**config.mk**
```make
export PLATFORM = sky130hd
export DESIGN_NAME = bdc_core
export DESIGN_NICKNAME = d
export VERILOG_FILES = /design/src/rtl/bdc_pkg.sv /design/src/rtl/bdc_ppr_reg.sv /design/src/rtl/bdc_resume_timer.sv /design/src/rtl/bdc_core.sv
export SDC_FILE = /design/constraint.sdc
export NUM_CORES = 1
export LEC_CHECK = 0
export BUFFER_PORTS_ARGS = -buffer_cell sky130_fd_sc_hd__buf_2
export CORE_UTILIZATION = 42
export CTS_BUF_LIST = sky130_fd_sc_hd__clkbuf_16
export DETAILED_ROUTE_END_ITERATION = 8
export PLACE_DENSITY = 0.76
export SYNTH_ARGS = -nofsm -noshare
export SYNTH_HDL_FRONTEND = slang
export SYNTH_SLANG_ARGS = --single-unit
```
**constraint.sdc**
```tcl
create_clock -name core_clk -period 1.9 [get_ports core_clk]
set_input_delay 0.19 -clock core_clk [delete_from_list [all_inputs] [get_ports core_clk]]
set_output_delay 0.19 -clock core_clk [all_outputs]
set_load 0.005 [all_outputs]
```
**src/rtl/bdc_pkg.sv**
```systemverilog
// Package of constants and types for the background debug control block.
// Summary of operation
// - On activation by background command, background instruction or breakpoint the CPU condition codes are copied into the holding register.
// - Holding register resets to D8 in special single-chip mode, else zero.
// - Holding register is writable by debug path and feeds restored condition codes.
// - Page register bit 7 enables program-page addressing for debug accesses.
// - Debug register commands never make global accesses, whatever the global enable.
// - Page register bits 3..0 hold page index, bits 6..4 read zero.
// - Read-only 8-bit family identifier is visible at fixed address while active.
// - Two command classes: memory-access commands and CPU-resource commands.
// - Memory-access commands are accepted any time except when secured outside special single-chip mode or during the erase check.
// - CPU-resource commands run only when unsecured and debug is active.
// - Secured special reset: erased flash sets unsecure and enable, all commands allowed.
// - Failed erase check sets only enable; memory commands work, CPU commands do not.
// - Secured device refuses debug outside special single-chip mode.
// - Activation only after enable flag, set by host debug register write.
// - Entry by host background command, background instruction or breakpoint.
// - Breakpoint type picks activation before or after the next instruction.
// - Out of unsecured special single-chip reset debug is enabled and active at once.
// - Activation without enable lets CPU resume; host background commands ignored.
// - While active, registers and firmware table occupy top window, registers lowest twelve.
// - Entry while executing inside the firmware window increments the saved PC by one.
// - Status bit 7 is the enable flag; memory commands still allowed when clear.
package bdc_pkg;
    // ------------------------------------------------------------------
    // Address map
    // ------------------------------------------------------------------
    localparam logic [17:0] BDC_WIN_BASE = 18'h3FF00;
    localparam logic [17:0] BDC_REG_LAST = 18'h3FF0B;
    localparam logic [17:0] BDC_STATUS_ADDR = 18'h3FF01;
    localparam logic [17:0] BDC_CCH_ADDR = 18'h3FF06;
    localparam logic [17:0] BDC_PPR_ADDR = 18'h3FF08;
    localparam logic [17:0] BDC_FID_ADDR = 18'h3FF0F;
    // ------------------------------------------------------------------
    // Field positions and reset values
    // ------------------------------------------------------------------
    localparam int BDC_ENABLE_BIT = 7;
    localparam int BDC_ACTIVE_BIT = 6;
    localparam int BDC_UNSECURE_FLAG_BIT = 1;
    localparam int BDC_PAE_BIT = 7;
    localparam logic [7:0] BDC_PPR_WMASK = 8'h8F;
    localparam logic [7:0] BDC_CCH_RST_SPECIAL = 8'hD8;
    localparam logic [7:0] BDC_CCH_RST_OTHER = 8'h00;
    localparam logic [7:0] BDC_PPR_RST = 8'h00;
    // Arbitrary neutral family identifier value.
    localparam logic [7:0] BDC_FAMILY_IDENTIFIER = 8'h5A;
    // ------------------------------------------------------------------
    // Timing
    // ------------------------------------------------------------------
    localparam int BDC_CLK_NS = 10;
    localparam int BDC_RESUME_NS = 80;
    localparam int BDC_RESUME_CYC = (BDC_RESUME_NS / BDC_CLK_NS) < 1 ? 1 :
        BDC_RESUME_NS / BDC_CLK_NS;
    // ------------------------------------------------------------------
    // Types
    // ------------------------------------------------------------------
    typedef enum logic [1:0] {
        BDC_CMD_NONE,
        BDC_CMD_MEM,
        BDC_CMD_CPU,
        BDC_CMD_BKGND
    } bdc_cmd_e;
    typedef enum logic [2:0] {
        BDC_RUN,
        BDC_ENTER,
        BDC_ACTIVE,
        BDC_ERASECHK,
        BDC_LOCKED,
        BDC_RESUME
    } bdc_state_e;
endpackage : bdc_pkg

```
**src/rtl/bdc_ppr_reg.sv**
```systemverilog
// Program page register with its page access enable and page index.
`timescale 1ns/100ps
`default_nettype none
module bdc_ppr_reg
    import bdc_pkg::*;
(
    input wire logic core_clk, // System clock.
    input wire logic rst, // Synchronous reset, active high.
    input wire logic wrEn, // Write strobe.
    input wire logic [7:0] wrData, // Write data.
    output logic [7:0] rdData, // Register contents, unimplemented bits zero.
    output logic pageEnable, // Paged access enable.
    output logic [3:0] pageIndex // Selected program page.
);
    logic [7:0] ppr_reg;

    // Only bit 7 and bits 3..0 store; bits 6..4 stay zero.
    always_ff @(posedge core_clk) begin
        if (rst) begin
            ppr_reg <= BDC_PPR_RST;
        end else if (wrEn) begin
            ppr_reg <= wrData & BDC_PPR_WMASK;
        end
    end

    // Field outputs.
    assign rdData = ppr_reg;
    assign pageEnable = ppr_reg[BDC_PAE_BIT];
    assign pageIndex = ppr_reg[3:0];

    unimpl_zero_a: assert property (@(posedge core_clk) disable iff (rst)
        rdData[6:4] == 3'h0) else $error("Unimplemented page bits not zero.");
endmodule : bdc_ppr_reg
`default_nettype wire

```
**src/rtl/bdc_resume_timer.sv**
```systemverilog
// Short delay counter that releases the CPU after a refused activation.
`timescale 1ns/100ps
`default_nettype none
module bdc_resume_timer
    import bdc_pkg::*;
(
    input wire logic core_clk, // System clock.
    input wire logic rst, // Synchronous reset, active high.
    input wire logic start, // Begin delay.
    output logic done // One-cycle pulse at end of delay.
);
    logic [7:0] cnt_reg;
    logic running_reg;

    // Count down the resume delay.
    always_ff @(posedge core_clk) begin
        if (rst) begin
            cnt_reg <= 8'h00;
            running_reg <= 1'b0;
        end else if (start) begin
            cnt_reg <= 8'(BDC_RESUME_CYC - 1);
            running_reg <= 1'b1;
        end else if (running_reg) begin
            if (cnt_reg == 8'h00) begin
                running_reg <= 1'b0;
            end else begin
                cnt_reg <= cnt_reg - 8'h01;
            end
        end
    end

    assign done = running_reg && (cnt_reg == 8'h00) && !start;
endmodule : bdc_resume_timer
`default_nettype wire

```
**src/rtl/bdc_core.sv**
```systemverilog
// Background debug control: security, enable, activation, command gating and registers.
`timescale 1ns/100ps
`default_nettype none
module bdc_core
    import bdc_pkg::*;
(
    input wire logic core_clk, // System clock.
    input wire logic rst, // Synchronous reset, active high.
    input wire logic specialMode, // Reset mode is special single-chip.
    input wire logic securedStrap, // Security byte says secured.
    input wire logic flashErased, // Erase check result, valid with flashCheckDone.
    input wire logic flashCheckDone, // Erase check complete pulse.
    input wire logic cmdValid, // Decoded link command pulse.
    input wire bdc_cmd_e cmdClass, // Class of the decoded command.
    input wire logic cmdWrite, // Command writes.
    input wire logic cmdDebugReg, // Command targets debug register space.
    input wire logic cmdGlobal, // Command asks for global access.
    input wire logic cmdExitDebug, // CPU-resource command is the resume command.
    input wire logic [17:0] cmdAddr, // Command address.
    input wire logic [7:0] cmdWrData, // Command write byte.
    input wire logic globalAccessEnable, // Global access setting.
    input wire logic bgndInstr, // CPU background instruction pulse.
    input wire logic brkTrigger, // Breakpoint pulse.
    input wire logic brkBefore, // Breakpoint takes effect before next instruction.
    input wire logic instrDone, // CPU finished an instruction.
    input wire logic [7:0] cpuCcr, // CPU condition code register.
    input wire logic [17:0] cpuPc, // CPU program counter at entry.
    input wire logic [17:0] userAddr, // User program read address.
    output logic memCmdAccept, // Memory-access command allowed.
    output logic cpuCmdAccept, // CPU-resource command allowed.
    output logic globalOut, // Global access applied to command.
    output logic pagedOut, // Paged access applied.
    output logic [3:0] pageOut, // Page index applied.
    output logic debugActive, // Debug mode active.
    output logic debugEnable, // Debug enable flag.
    output logic unsecured, // Unsecure flag.
    output logic cpuHold, // Stall CPU.
    output logic [7:0] ccrRestore, // Condition codes to restore on exit.
    output logic [17:0] savedPc, // Saved program counter.
    output logic [7:0] rdData, // Debug register read data.
    output logic rdHit, // Address hits visible debug window.
    output logic userBlocked // User read of debug window blocked.
);
    // ------------------------------------------------------------------
    // State and registers
    // ------------------------------------------------------------------
    bdc_state_e state_reg;
    logic enable_reg;
    logic unsecure_flag_reg;
    logic [7:0] cch_reg;
    logic [17:0] pc_reg;
    logic pendEntry_reg;
    logic pendAfter_reg;
    logic [7:0] pprRd;
    logic pageEnable;
    logic [3:0] pageIndex;
    logic timerStart;
    logic timerDone;
    logic entryReq;
    logic enterNow;
    logic allowDebug;
    logic regWrite;
    logic boot_reg;

    // Address in the fixed top window.
    function automatic logic inWindow(input logic [17:0] a);
        return a >= BDC_WIN_BASE;
    endfunction : inWindow

    // Address in the register part of the window.
    function automatic logic inRegs(input logic [17:0] a);
        return (a >= BDC_WIN_BASE) && (a <= BDC_REG_LAST);
    endfunction : inRegs

    // ------------------------------------------------------------------
    // Command gating
    // ------------------------------------------------------------------
    // Secured parts allow debug only in special single-chip mode.
    assign allowDebug = unsecure_flag_reg || (specialMode && state_reg != BDC_ERASECHK);
    // Memory commands ignore the enable flag, not security.
    assign memCmdAccept = cmdValid && cmdClass == BDC_CMD_MEM && allowDebug;
    assign cpuCmdAccept = cmdValid && cmdClass == BDC_CMD_CPU && unsecure_flag_reg
        && state_reg == BDC_ACTIVE;
    // Debug register commands never go global.
    assign globalOut = globalAccessEnable && !cmdDebugReg;
    assign pagedOut = pageEnable;
    assign pageOut = pageIndex;
    assign regWrite = memCmdAccept && cmdWrite && cmdDebugReg;

    // Any activation source.
    assign entryReq = (cmdValid && cmdClass == BDC_CMD_BKGND && enable_reg && allowDebug)
        || bgndInstr || (brkTrigger && brkBefore) || pendEntry_reg;
    assign enterNow = state_reg == BDC_RUN && enable_reg
        && (bgndInstr || (brkTrigger && brkBefore) || pendEntry_reg
            || (cmdValid && cmdClass == BDC_CMD_BKGND && allowDebug))
        && instrDone;
    assign timerStart = state_reg == BDC_RUN && !enable_reg && (bgndInstr || brkTrigger);

    // ------------------------------------------------------------------
    // Pending entries: host command waits for instruction end,
    // after-type breakpoints wait one more instruction.
    // ------------------------------------------------------------------
    always_ff @(posedge core_clk) begin
        if (rst) begin
            pendEntry_reg <= 1'b0;
            pendAfter_reg <= 1'b0;
        end else if (state_reg != BDC_RUN || !enable_reg) begin
            pendEntry_reg <= 1'b0;
            pendAfter_reg <= 1'b0;
        end else begin
            if (brkTrigger && !brkBefore) begin
                pendAfter_reg <= 1'b1;
            end else if (pendAfter_reg && instrDone) begin
                pendAfter_reg <= 1'b0;
            end
            if (enterNow) begin
                pendEntry_reg <= 1'b0;
            end else if (entryReq || (pendAfter_reg && instrDone)) begin
                pendEntry_reg <= 1'b1;
            end
        end
    end

    // ------------------------------------------------------------------
    // Main state machine.
    // ------------------------------------------------------------------
    always_ff @(posedge core_clk) begin
        if (rst) begin
            state_reg <= BDC_RUN;
        end else begin
            case (state_reg)
                BDC_RUN: begin
                    if (boot_reg && specialMode) begin
                        state_reg <= BDC_ENTER;
                    end else if (enterNow) begin
                        state_reg <= BDC_ACTIVE;
                    end else if (timerStart) begin
                        state_reg <= BDC_RESUME;
                    end
                end
                BDC_ENTER: begin
                    state_reg <= specialMode && securedStrap ? BDC_ERASECHK : BDC_ACTIVE;
                end
                BDC_ERASECHK: begin
                    if (flashCheckDone) begin
                        state_reg <= flashErased ? BDC_ACTIVE : BDC_LOCKED;
                    end
                end
                BDC_LOCKED: begin
                    state_reg <= BDC_LOCKED;
                end
                BDC_ACTIVE: begin
                    if (cpuCmdAccept && cmdExitDebug) begin
                        state_reg <= BDC_RUN;
                    end
                end
                BDC_RESUME: begin
                    if (timerDone) begin
                        state_reg <= BDC_RUN;
                    end
                end
                default: begin
                    state_reg <= BDC_RUN;
                end
            endcase
        end
    end

    // Special single-chip reset starts debug entry at the first edge after release; when unsecured, debug is active from the second edge.
    always_ff @(posedge core_clk) begin
        if (rst) begin
            boot_reg <= 1'b1;
        end else begin
            boot_reg <= 1'b0;
        end
    end

    // ------------------------------------------------------------------
    // Enable and unsecure flags.
    // ------------------------------------------------------------------
    always_ff @(posedge core_clk) begin
        if (rst) begin
            enable_reg <= 1'b0;
            unsecure_flag_reg <= 1'b0;
        end else if (boot_reg) begin
            unsecure_flag_reg <= !securedStrap;
            enable_reg <= specialMode && !securedStrap;
        end else if (state_reg == BDC_ERASECHK && flashCheckDone) begin
            enable_reg <= 1'b1;
            unsecure_flag_reg <= flashErased;
        end else if (regWrite && cmdAddr == BDC_STATUS_ADDR) begin
            enable_reg <= cmdWrData[BDC_ENABLE_BIT];
        end
    end

    // ------------------------------------------------------------------
    // Condition code holding register and saved PC.
    // ------------------------------------------------------------------
    always_ff @(posedge core_clk) begin
        if (rst) begin
            cch_reg <= BDC_CCH_RST_OTHER;
        end else if (boot_reg) begin
            cch_reg <= specialMode ? BDC_CCH_RST_SPECIAL : BDC_CCH_RST_OTHER;
        end else if (enterNow) begin
            cch_reg <= cpuCcr;
        end else if (regWrite && cmdAddr == BDC_CCH_ADDR) begin
            cch_reg <= cmdWrData;
        end
    end

    always_ff @(posedge core_clk) begin
        if (rst) begin
            pc_reg <= 18'h00000;
        end else if (enterNow) begin
            pc_reg <= inWindow(cpuPc) ? cpuPc + 18'h00001 : cpuPc;
        end
    end

    // Page register.
    bdc_ppr_reg u_ppr (
        .core_clk(core_clk),
        .rst(rst),
        .wrEn(regWrite && cmdAddr == BDC_PPR_ADDR),
        .wrData(cmdWrData),
        .rdData(pprRd),
        .pageEnable(pageEnable),
        .pageIndex(pageIndex)
    );

    // Resume delay after a refused activation.
    bdc_resume_timer u_timer (
        .core_clk(core_clk),
        .rst(rst),
        .start(timerStart),
        .done(timerDone)
    );

    // ------------------------------------------------------------------
    // Read path and outputs.
    // ------------------------------------------------------------------
    assign rdHit = cmdDebugReg && (inRegs(cmdAddr) || cmdAddr == BDC_FID_ADDR);
    always_ff @(posedge core_clk) begin
        if (rst) begin
            rdData <= 8'h00;
        end else if (memCmdAccept && !cmdWrite && cmdDebugReg) begin
            case (cmdAddr)
                BDC_STATUS_ADDR: rdData <= {enable_reg, state_reg == BDC_ACTIVE,
                    4'h0, unsecure_flag_reg, 1'b0};
                BDC_CCH_ADDR: rdData <= cch_reg;
                BDC_PPR_ADDR: rdData <= pprRd;
                BDC_FID_ADDR: rdData <= state_reg == BDC_ACTIVE ? BDC_FAMILY_IDENTIFIER : 8'h00;
                default: rdData <= 8'h00;
            endcase
        end
    end

    assign userBlocked = state_reg == BDC_ACTIVE && inWindow(userAddr);
    assign debugActive = state_reg == BDC_ACTIVE;
    assign debugEnable = enable_reg;
    assign unsecured = unsecure_flag_reg;
    assign cpuHold = state_reg == BDC_ACTIVE || state_reg == BDC_ERASECHK
        || state_reg == BDC_LOCKED || state_reg == BDC_RESUME;
    assign ccrRestore = cch_reg;
    assign savedPc = pc_reg;

    // ------------------------------------------------------------------
    // Checks
    // ------------------------------------------------------------------
    ccr_capture_a: assert property (@(posedge core_clk) disable iff (rst)
        enterNow |=> cch_reg == $past(cpuCcr))
        else $error("Condition codes not saved.");
    cch_reset_a: assert property (@(posedge core_clk) disable iff (rst)
        $fell(boot_reg) && specialMode |-> cch_reg == BDC_CCH_RST_SPECIAL)
        else $error("Bad holding reset.");
    cch_write_a: assert property (@(posedge core_clk) disable iff (rst)
        regWrite && cmdAddr == BDC_CCH_ADDR && !enterNow && !boot_reg
        |=> ccrRestore == $past(cmdWrData)) else $error("Holding write lost.");
    no_global_a: assert property (@(posedge core_clk) disable iff (rst)
        cmdDebugReg |-> !globalOut)
        else $error("Global debug register access.");
    cpu_gate_a: assert property (@(posedge core_clk) disable iff (rst)
        cpuCmdAccept |-> unsecured && debugActive)
        else $error("CPU command not gated.");
    secure_mem_a: assert property (@(posedge core_clk) disable iff (rst)
        !unsecured && !specialMode |-> !memCmdAccept)
        else $error("Secured access taken.");
    enable_first_a: assert property (@(posedge core_clk) disable iff (rst)
        $rose(debugActive) |-> debugEnable)
        else $error("Active without enable.");
    pc_bump_a: assert property (@(posedge core_clk) disable iff (rst)
        enterNow && inWindow(cpuPc) |=> savedPc == $past(cpuPc) + 18'h00001)
        else $error("Saved PC not incremented.");
    user_block_a: assert property (@(posedge core_clk) disable iff (rst)
        debugActive && userAddr <= BDC_REG_LAST && userAddr >= BDC_WIN_BASE |-> userBlocked)
        else $error("User read of debug registers.");

    enter_c: cover property (@(posedge core_clk) disable iff (rst) $rose(debugActive));
    exit_c: cover property (@(posedge core_clk) disable iff (rst) $fell(debugActive));
    locked_c: cover property (@(posedge core_clk) disable iff (rst) state_reg == BDC_LOCKED);
    resume_c: cover property (@(posedge core_clk) disable iff (rst) timerDone);
endmodule : bdc_core
`default_nettype wire

```
==> out/summary.txt, run 1 <==
Result of the run - complete, but fails checks
Failing checks - design-rule violations
Pre-CTS WS - -0.114 ns
Final-stage net count - 569
Number of nets produced by synthesis - 424
Die outline area - 0.00715 mm^2
Yosys reg bits - 56
Transition at the pin with the smallest max-transition slack - 0.666 ns
Pin count of the biggest net entering global routing - 36
Post-Synth XOR/XNOR Area - 4.28%
Max Transition Viols Final - 0
Simple-gate area share of the yosys netlist - 24.4%
Count of vias placed by the detailed router - 3,029
Maximum Capacitance Violations - 0
Via count of the first global-routing pass - 2,937
H-tree depth reported by CTS - 2
Global router's overall resource usage - 22.2%
Detailed-routed wire length on met3 - 542 um
Syn Inst Count - 333
Wire length of the first global-routing pass - 13,000 um
Post-route setup slack - 0.0169 ns
Clk slew on worst S/H paths - 0.07 ns
Largest area contributor in the synthesized netlist - sky130_fd_sc_hd__dfxtp_1
Total design power - 3.46 mW
Part of the total power dissipated in the clock network - 26.5%
Biggest area contributors in the synthesized netlist - sky130_fd_sc_hd__dfxtp_1 39%, sky130_fd_sc_hd__mux2i_1 4.9%, sky130_fd_sc_hd__nor2_1 4.5%
Mean cell area of the mapped netlist - 8.60 um^2
Count of pins on the block boundary - 136
Overall overflow remaining after global route - 0
Portion of netlist area occupied by mux cells - 4.90%
Static leakage - 1.89 nW
M1 wire length - 3280 um
Dominant register cell in the synthesized netlist - sky130_fd_sc_hd__dfxtp_1
CP Data Required Time - 1.71 ns
Number of nets still failing antenna checks after routing - 0
Site Rows - 29
Power density relative to cell area - 880 mW/mm^2
Fraction of power consumed by combinational cells - 33.0%
Share of final-layout standard cells stronger than drive strength 1 - 37.2%
Sequential cell area fraction in the yosys report - 39.2%
Category of the worst setup path launch point - input port
Horizontal die dimension - 84.6 um
Top layer used by detailed routing - met4
Largest family of logic cells by synthesized area - simple AND/OR/NAND/NOR gates
Netlist area before placement - 0.00286 mm^2
DRC violation count after routing - 10
Count of input and output buffers - 126
Number of hold-repair buffers added at the cts stage - 0
Post-synth EDFFs - 0
Critical path capture point type - output pin
DR pass1 iterations - 7
FFs w/ async S/R, synth - 0%
Arrival time reported for the critical path endpoint - 1.69 ns
Setup repair after global routing missed its margin - true
Power Internal - 2.36 mW
Kind of critical path - input port to output pin
Worst slew margin relative to its limit - 55.6%
Core box area - 0.00646 mm^2
Switching power of the nets - 1.10 mW
Inserted Diodes - 0
Root buffer cell - sky130_fd_sc_hd__clkbuf_16
Post-route fraction of the period consumed by the critical path - 99.1%
Class of the most critical hold timing path - input port to flip-flop
Worst voltage drop across the vdd grid - 0.615 mV
Placed wire-length estimate after detailed placement - 6270 um
Via density per instance - 5.45
Fraction of power consumed by sequential logic - 40.5%
Clock tree from TritonCTS - done
Chip Height - 84.6 um
Clock latency on the worst-skew pair - 0.29 ns
Highest achievable clock rate - 0.531 GHz
Hold Violations, Final - 0
Yosys synthesis warning count - 0
Starting density of the core - 44.3%
Count of final setup violators - 0
Worst-path maximum fanout - 2
Average wire length per cell after detail routing - 14.2 um
Fin Clk Skew - 0.00530 ns
Antenna violations before repair - 0
Area fraction in compound gates after synthesis - 21.2%
Synth cell types - 55
Gpl congestion - 0.845
Post-layout min period - 1.88 ns
Area added between synthesis and finish - 37.2%
Number of CTS-inserted buffers - 5
Total met2 wirelength after detailed routing - 3890 um
Fraction of synthesized cell area taken by the top area cell type - 39.2%
Sw Ratio - 31.8%
Clock tree sinks - 56
Setup total negative slack - 0 ns
Area share of fa/ha/maj cells after synthesis - 1.31%
Wire length after detailed routing - 7900 um
1st-iter DRT viols - 135
Flip-flop count of the largest register after layout - 18
Deepest clock path buffer count - 2
==> path summary, 6_finish.rpt <==
check                                         end  depth (start not counted)  slack, ns                             from
setup / recovery                            rdHit                          5       0.02                       cmdAddr[6]
hold reg to reg            rdData[3]$_SDFFE_PP0P_                          2       0.45           rdData[3]$_SDFFE_PP0P_
setup reg to reg  u_timer.cnt_reg[6]$_SDFFE_PP0P_                          8       0.11  u_timer.cnt_reg[1]$_SDFFE_PP0P_
hold / removal           savedPc[17]$_SDFFE_PP0N_                          2       0.13                        cpuPc[17]
==> area by class of cell <==
class,count,area (um^2)
clock inverter,3,21.3
tap,77,96.3
inverter,19,71.3
clock buffer,5,125
timing repair buffer,152,848
fill,584,2530
sequential,56,1120
multi-input combinational,244,1640
==> kinds of logic after synthesis <==
group           after synthesis
buf+inv                      33
mux                          14
compound gates               87
fa+ha+maj                     3
simple gates                126
xor+xnor                     14
flops                        56
==> cell usage in the layout, fill, tap and decap left out, types with 2 or more instances in the layout <==
cell / n
sky130_fd_sc_hd__nand3_1: 3
sky130_fd_sc_hd__mux2i_1: 14
sky130_fd_sc_hd__nor3_1: 5
sky130_fd_sc_hd__o21ai_0: 6
sky130_fd_sc_hd__a22o_1: 12
sky130_fd_sc_hd__a21oi_1: 17
sky130_fd_sc_hd__ha_1: 3
sky130_fd_sc_hd__nor2_1: 32
sky130_fd_sc_hd__o22ai_1: 3
sky130_fd_sc_hd__or3_1: 4
sky130_fd_sc_hd__nor2_2: 2
sky130_fd_sc_hd__and3_1: 4
sky130_fd_sc_hd__nand4b_1: 2
sky130_fd_sc_hd__xnor2_1: 7
sky130_fd_sc_hd__nor4_1: 7
sky130_fd_sc_hd__nand2_1: 26
sky130_fd_sc_hd__buf_4: 24
sky130_fd_sc_hd__a221oi_1: 4
sky130_fd_sc_hd__clkbuf_16: 5
sky130_fd_sc_hd__o211ai_1: 2
sky130_fd_sc_hd__and2_1: 2
sky130_fd_sc_hd__a21o_1: 2
sky130_fd_sc_hd__inv_1: 19
sky130_fd_sc_hd__nor2b_1: 5
sky130_fd_sc_hd__a211oi_1: 14
sky130_fd_sc_hd__or2_2: 2
sky130_fd_sc_hd__or4_4: 2
sky130_fd_sc_hd__o21ai_1: 8
sky130_fd_sc_hd__xor2_1: 7
sky130_fd_sc_hd__dfxtp_1: 55
sky130_fd_sc_hd__a22oi_1: 5
sky130_fd_sc_hd__or4_1: 2
sky130_fd_sc_hd__nand2b_1: 5
sky130_fd_sc_hd__nand4_1: 11
sky130_fd_sc_hd__buf_2: 125
==> synthesized netlist by cell type (2+ instances only) <==
cell type                   n
sky130_fd_sc_hd__dfxtp_1   56
sky130_fd_sc_hd__nor2_1    34
sky130_fd_sc_hd__nand2_1   26
sky130_fd_sc_hd__inv_1     19
sky130_fd_sc_hd__a21oi_1   17
sky130_fd_sc_hd__a211oi_1  14
sky130_fd_sc_hd__mux2i_1   14
sky130_fd_sc_hd__a22o_1    12
sky130_fd_sc_hd__nand4_1   11
sky130_fd_sc_hd__clkbuf_1  10
sky130_fd_sc_hd__o21ai_0    8
sky130_fd_sc_hd__nor4_1     7
sky130_fd_sc_hd__o21ai_1    7
sky130_fd_sc_hd__xnor2_1    7
sky130_fd_sc_hd__xor2_1     7
sky130_fd_sc_hd__nor3_1     6
sky130_fd_sc_hd__a22oi_1    5
sky130_fd_sc_hd__nand2b_1   5
sky130_fd_sc_hd__nor2b_1    5
sky130_fd_sc_hd__a221oi_1   4
sky130_fd_sc_hd__and3_1     4
sky130_fd_sc_hd__or3_1      4
sky130_fd_sc_hd__buf_2      3
sky130_fd_sc_hd__ha_1       3
sky130_fd_sc_hd__nand3_1    3
sky130_fd_sc_hd__o22ai_1    3
sky130_fd_sc_hd__a21o_1     2
sky130_fd_sc_hd__a311oi_1   2
sky130_fd_sc_hd__and2_1     2
sky130_fd_sc_hd__nand4b_1   2
sky130_fd_sc_hd__nor3b_1    2
sky130_fd_sc_hd__o211ai_1   2
sky130_fd_sc_hd__o311ai_0   2
sky130_fd_sc_hd__or2_2      2
sky130_fd_sc_hd__or4_1      2
sky130_fd_sc_hd__or4_4      2
==> stage by stage <==
stage	cell area, um^2	cells	util [%]	hold slack, ns
floorplan	2860	333	-	0.218
global placement	3710	545	57.5	0.422
global route	3930	556	60.8	0.123
finish	3930	556	60.8	0.126
detailed placement	3710	545	57.5	0.426
CTS	3890	555	60.2	0.124
==> layer usage <==
layer | vias to the layer above | track usage [%]
met4 | 0 | 9.09
met1 | 1380 | 25.8
met5 | - | 0
met3 | 19 | 4.72
li1 | 1515 | -
met2 | 115 | 39.5
==> critical path: stages <==
cell and delay (ns):
sky130_fd_sc_hd__buf_6 0.09, sky130_fd_sc_hd__or4_4 0.53, sky130_fd_sc_hd__or4_4 0.55, sky130_fd_sc_hd__a311oi_1 0.19, sky130_fd_sc_hd__buf_2 0.15
==> repair_timing <==
action                                  4_1_cts  5_1_grt
pin swaps                                     3        1
gates cloned                                  0        1
gates resized for setup                       4        9
endpoints found under the setup margin       12       30
buffers inserted                              2        0
==> power by group through the flow <==
| stage | Clock, mW | Sequential (mW) | Combinational, mW |
|---|---|---|---|
| final | 0.915 | 1.40 | 1.14 |
| after global routing | 0.986 | 1.42 | 1.26 |
| after CTS | 0.927 | 1.39 | 1.08 |
| after detailed placement | 0 | 1.42 | 1.06 |
| after global placement | 0 | 1.41 | 1.03 |
| after floorplan | 0 | 1.39 | 0.633 |
Note: power is estimated with default switching activity, not from simulation.
==> inputs of run 2 (changes only) <==
CORE_ASPECT_RATIO = 1.1   (was not set)
MAX_ROUTING_LAYER = met4   (was not set)
==> run 2 against run 1 <==
The flow finishes with violations (negative setup slack). Cell area increased by 0.96%. Sequential share of layout area shrank 0.21 points. Worst hold slack about the same. Register-to-register slack got worse by 0.06 ns. Die area is essentially flat. Maximum frequency shrank 1.5%. Largest cell class unchanged. Highest routed layer unchanged.
==> out/summary.txt, run 2 (synthesis results as in run 1) <==
Post-route fraction of the period consumed by the critical path - 101%
Worst-path maximum fanout - 2
Via density per instance - 5.40
Number of nets still failing antenna checks after routing - 0
Worst slew margin relative to its limit - 66.2%
Hold Violations, Final - 0
Most used cells in the layout excluding fill and tap cells - 125 x sky130_fd_sc_hd__buf_2, 53 x sky130_fd_sc_hd__dfxtp_1, 33 x sky130_fd_sc_hd__nor2_1
Starting density of the core - 43.4%
Setup total negative slack - -0.0117 ns
Average wire length per cell after detail routing - 14.4 um
Number of CTS-inserted buffers - 5
Clock tree sinks - 56
Category of the worst setup path launch point - input port
Maximum Capacitance Violations - 0
Highest achievable clock rate - 0.523 GHz
Cells traversed along the worst timing path - buf_6 -> or4_4 -> or4_4 -> a311oi_2 -> buf_2
Post-layout min period - 1.91 ns
Root buffer cell - sky130_fd_sc_hd__clkbuf_16
Critical path capture point type - output pin
H-tree depth reported by CTS - 2
Pin count of the biggest net entering global routing - 26
Transition at the pin with the smallest max-transition slack - 0.508 ns
Placed wire-length estimate after detailed placement - 6210 um
1st-iter DRT viols - 129
Inserted Diodes - 0
Setup repair after global routing missed its margin - true
Clk slew on worst S/H paths - 0.07 ns
Slowest Stage Delay on Critical Path - 0.56 ns
Antenna violations before repair - 0
Arrival time reported for the critical path endpoint - 1.72 ns
Count of pins on the block boundary - 136
Final hold slack - 0.127 ns
Footprint of the multi-input gates - 0.00167 mm^2
Site Rows - 31
Via count of the first global-routing pass - 2,807
Max Transition Viols Final - 0
Area added between synthesis and finish - 38.5%
Sequential cell area - 0.00112 mm^2
Class of the most critical hold timing path - input port to flip-flop
Critical path's top delay family - simple AND/OR/NAND/NOR gates
Overall overflow remaining after global route - 0
DR pass1 iterations - 4
Clock tree from TritonCTS - done
Worst voltage drop across the vdd grid - 0.502 mV
Number of buffers and inverters on the critical path - 2
Filler cell count in the final layout - 574
Count of final setup violators - 1
Static leakage - 1.90 nW
DRC violation count after routing - 0
CP Data Required Time - 1.71 ns
Gpl congestion - 0.874
Chip Height - 88.6 um
Wire length of the first global-routing pass - 12,200 um
Count of vias placed by the detailed router - 3,023
Cell with the most instances on the worst path - sky130_fd_sc_hd__or4_4
Horizontal die dimension - 80.7 um
Flip-flop count of the largest register after layout - 18
Die outline area - 0.00715 mm^2
Core box area - 0.00659 mm^2
Cell with the largest stage delay on the worst path - sky130_fd_sc_hd__or4_4
Result of the run - complete, but fails checks
Clock latency on the worst-skew pair - 0.29 ns
R2R Setup Slk - 0.05 ns
Count of input and output buffers - 126
Final design utilization - 60.1%
Power density relative to cell area - 881 mW/mm^2
Fin Clk Skew - 0.00855 ns
Share of final-layout standard cells stronger than drive strength 1 - 38.3%
Most frequent standard cell in the layout excluding fill and tap cells - sky130_fd_sc_hd__buf_2
Final-stage net count - 568
Global router's overall resource usage - 22.6%
Post-route setup slack - -0.0117 ns
Deepest clock path buffer count - 2
Kind of critical path - input port to output pin
Wire length after detailed routing - 8050 um
Failing checks - negative setup slack
## run 2: cell count changes in the layout (fill, tap and decap cells not counted), sizes merged
| cell | change |
|---|---|
| buf | -1 |
| inv | +1 |
| clkinvlp | -1 |
## run 2: path summary, 6_finish.rpt
check                                  from                         end  depth (start not counted)
hold reg to reg      rdData[7]$_SDFFE_PP0P_      rdData[7]$_SDFFE_PP0P_                          2
setup reg to reg  state_reg[2]$_SDFFE_PP0P_  ccrRestore[4]$_SDFFE_PP0P_                          6
setup / recovery                 cmdAddr[6]                       rdHit                          5
hold / removal                     cpuPc[9]     savedPc[9]$_SDFFE_PP0N_                          2
## run 2: what timing repair did
action | in CTS | in global routing
gates resized for setup | 3 | 17
hold buffers | 0 | 0
hold endpoints to repair | 0 | 0
setup buffers | 0 | 2
setup endpoints to repair | 7 | 22
pin swaps | 0 | 5
cloned | 0 | 1
## run 2: layout make-up
type	count	area share, %
multi-input cells	244	42.1
flip-flops and latches	56	28.4
repair buffers	151	21.5
clock buffers	5	3.16
well taps	82	2.59
inverters	19	1.80
clock inverters	3	0.442
## run 2: power by group
group          switching (mW)  internal, mW  total, mW
clock network           0.427         0.488      0.914
registers               0.108          1.30       1.41
logic                   0.593         0.575       1.17
total                    1.13          2.36       3.49
## run 2: routing by layer
| layer | share of wire (%) | track usage, % | routed length, um | vias to the layer above |
|---|---|---|---|---|
| met3 | 6.6 | 5.57 | 530 | 12 |
| met1 | 41 | 24.2 | 3280 | 1377 |
| met4 | 1.5 | 7.79 | 121 | 0 |
| met5 | 0 | - | 0 | - |
| li1 | - | - | - | 1513 |
| met2 | 51 | 40.3 | 4120 | 121 |
## run 2: per-stage QoR
step	cells	area, um^2	power, mW	worst slack [ns]
global placement	549	3720	2.44	-0.0914
CTS	557	3880	3.38	-0.0807
finish	560	3960	3.49	-0.0117
global route	560	3960	3.68	-0.0831
detailed placement	549	3720	2.47	-0.121
floorplan	333	2860	2.02	0.0205
## run 2: worst register-to-register path, cell delays in order (launching register included)
cell and delay, ns:
sky130_fd_sc_hd__dfxtp_1 0.37, sky130_fd_sc_hd__nand3b_1 0.15, sky130_fd_sc_hd__nor3b_2 0.33, sky130_fd_sc_hd__o2111ai_2 0.25
sky130_fd_sc_hd__buf_4 0.23, sky130_fd_sc_hd__nor2_1 0.26, sky130_fd_sc_hd__a221oi_1 0.14
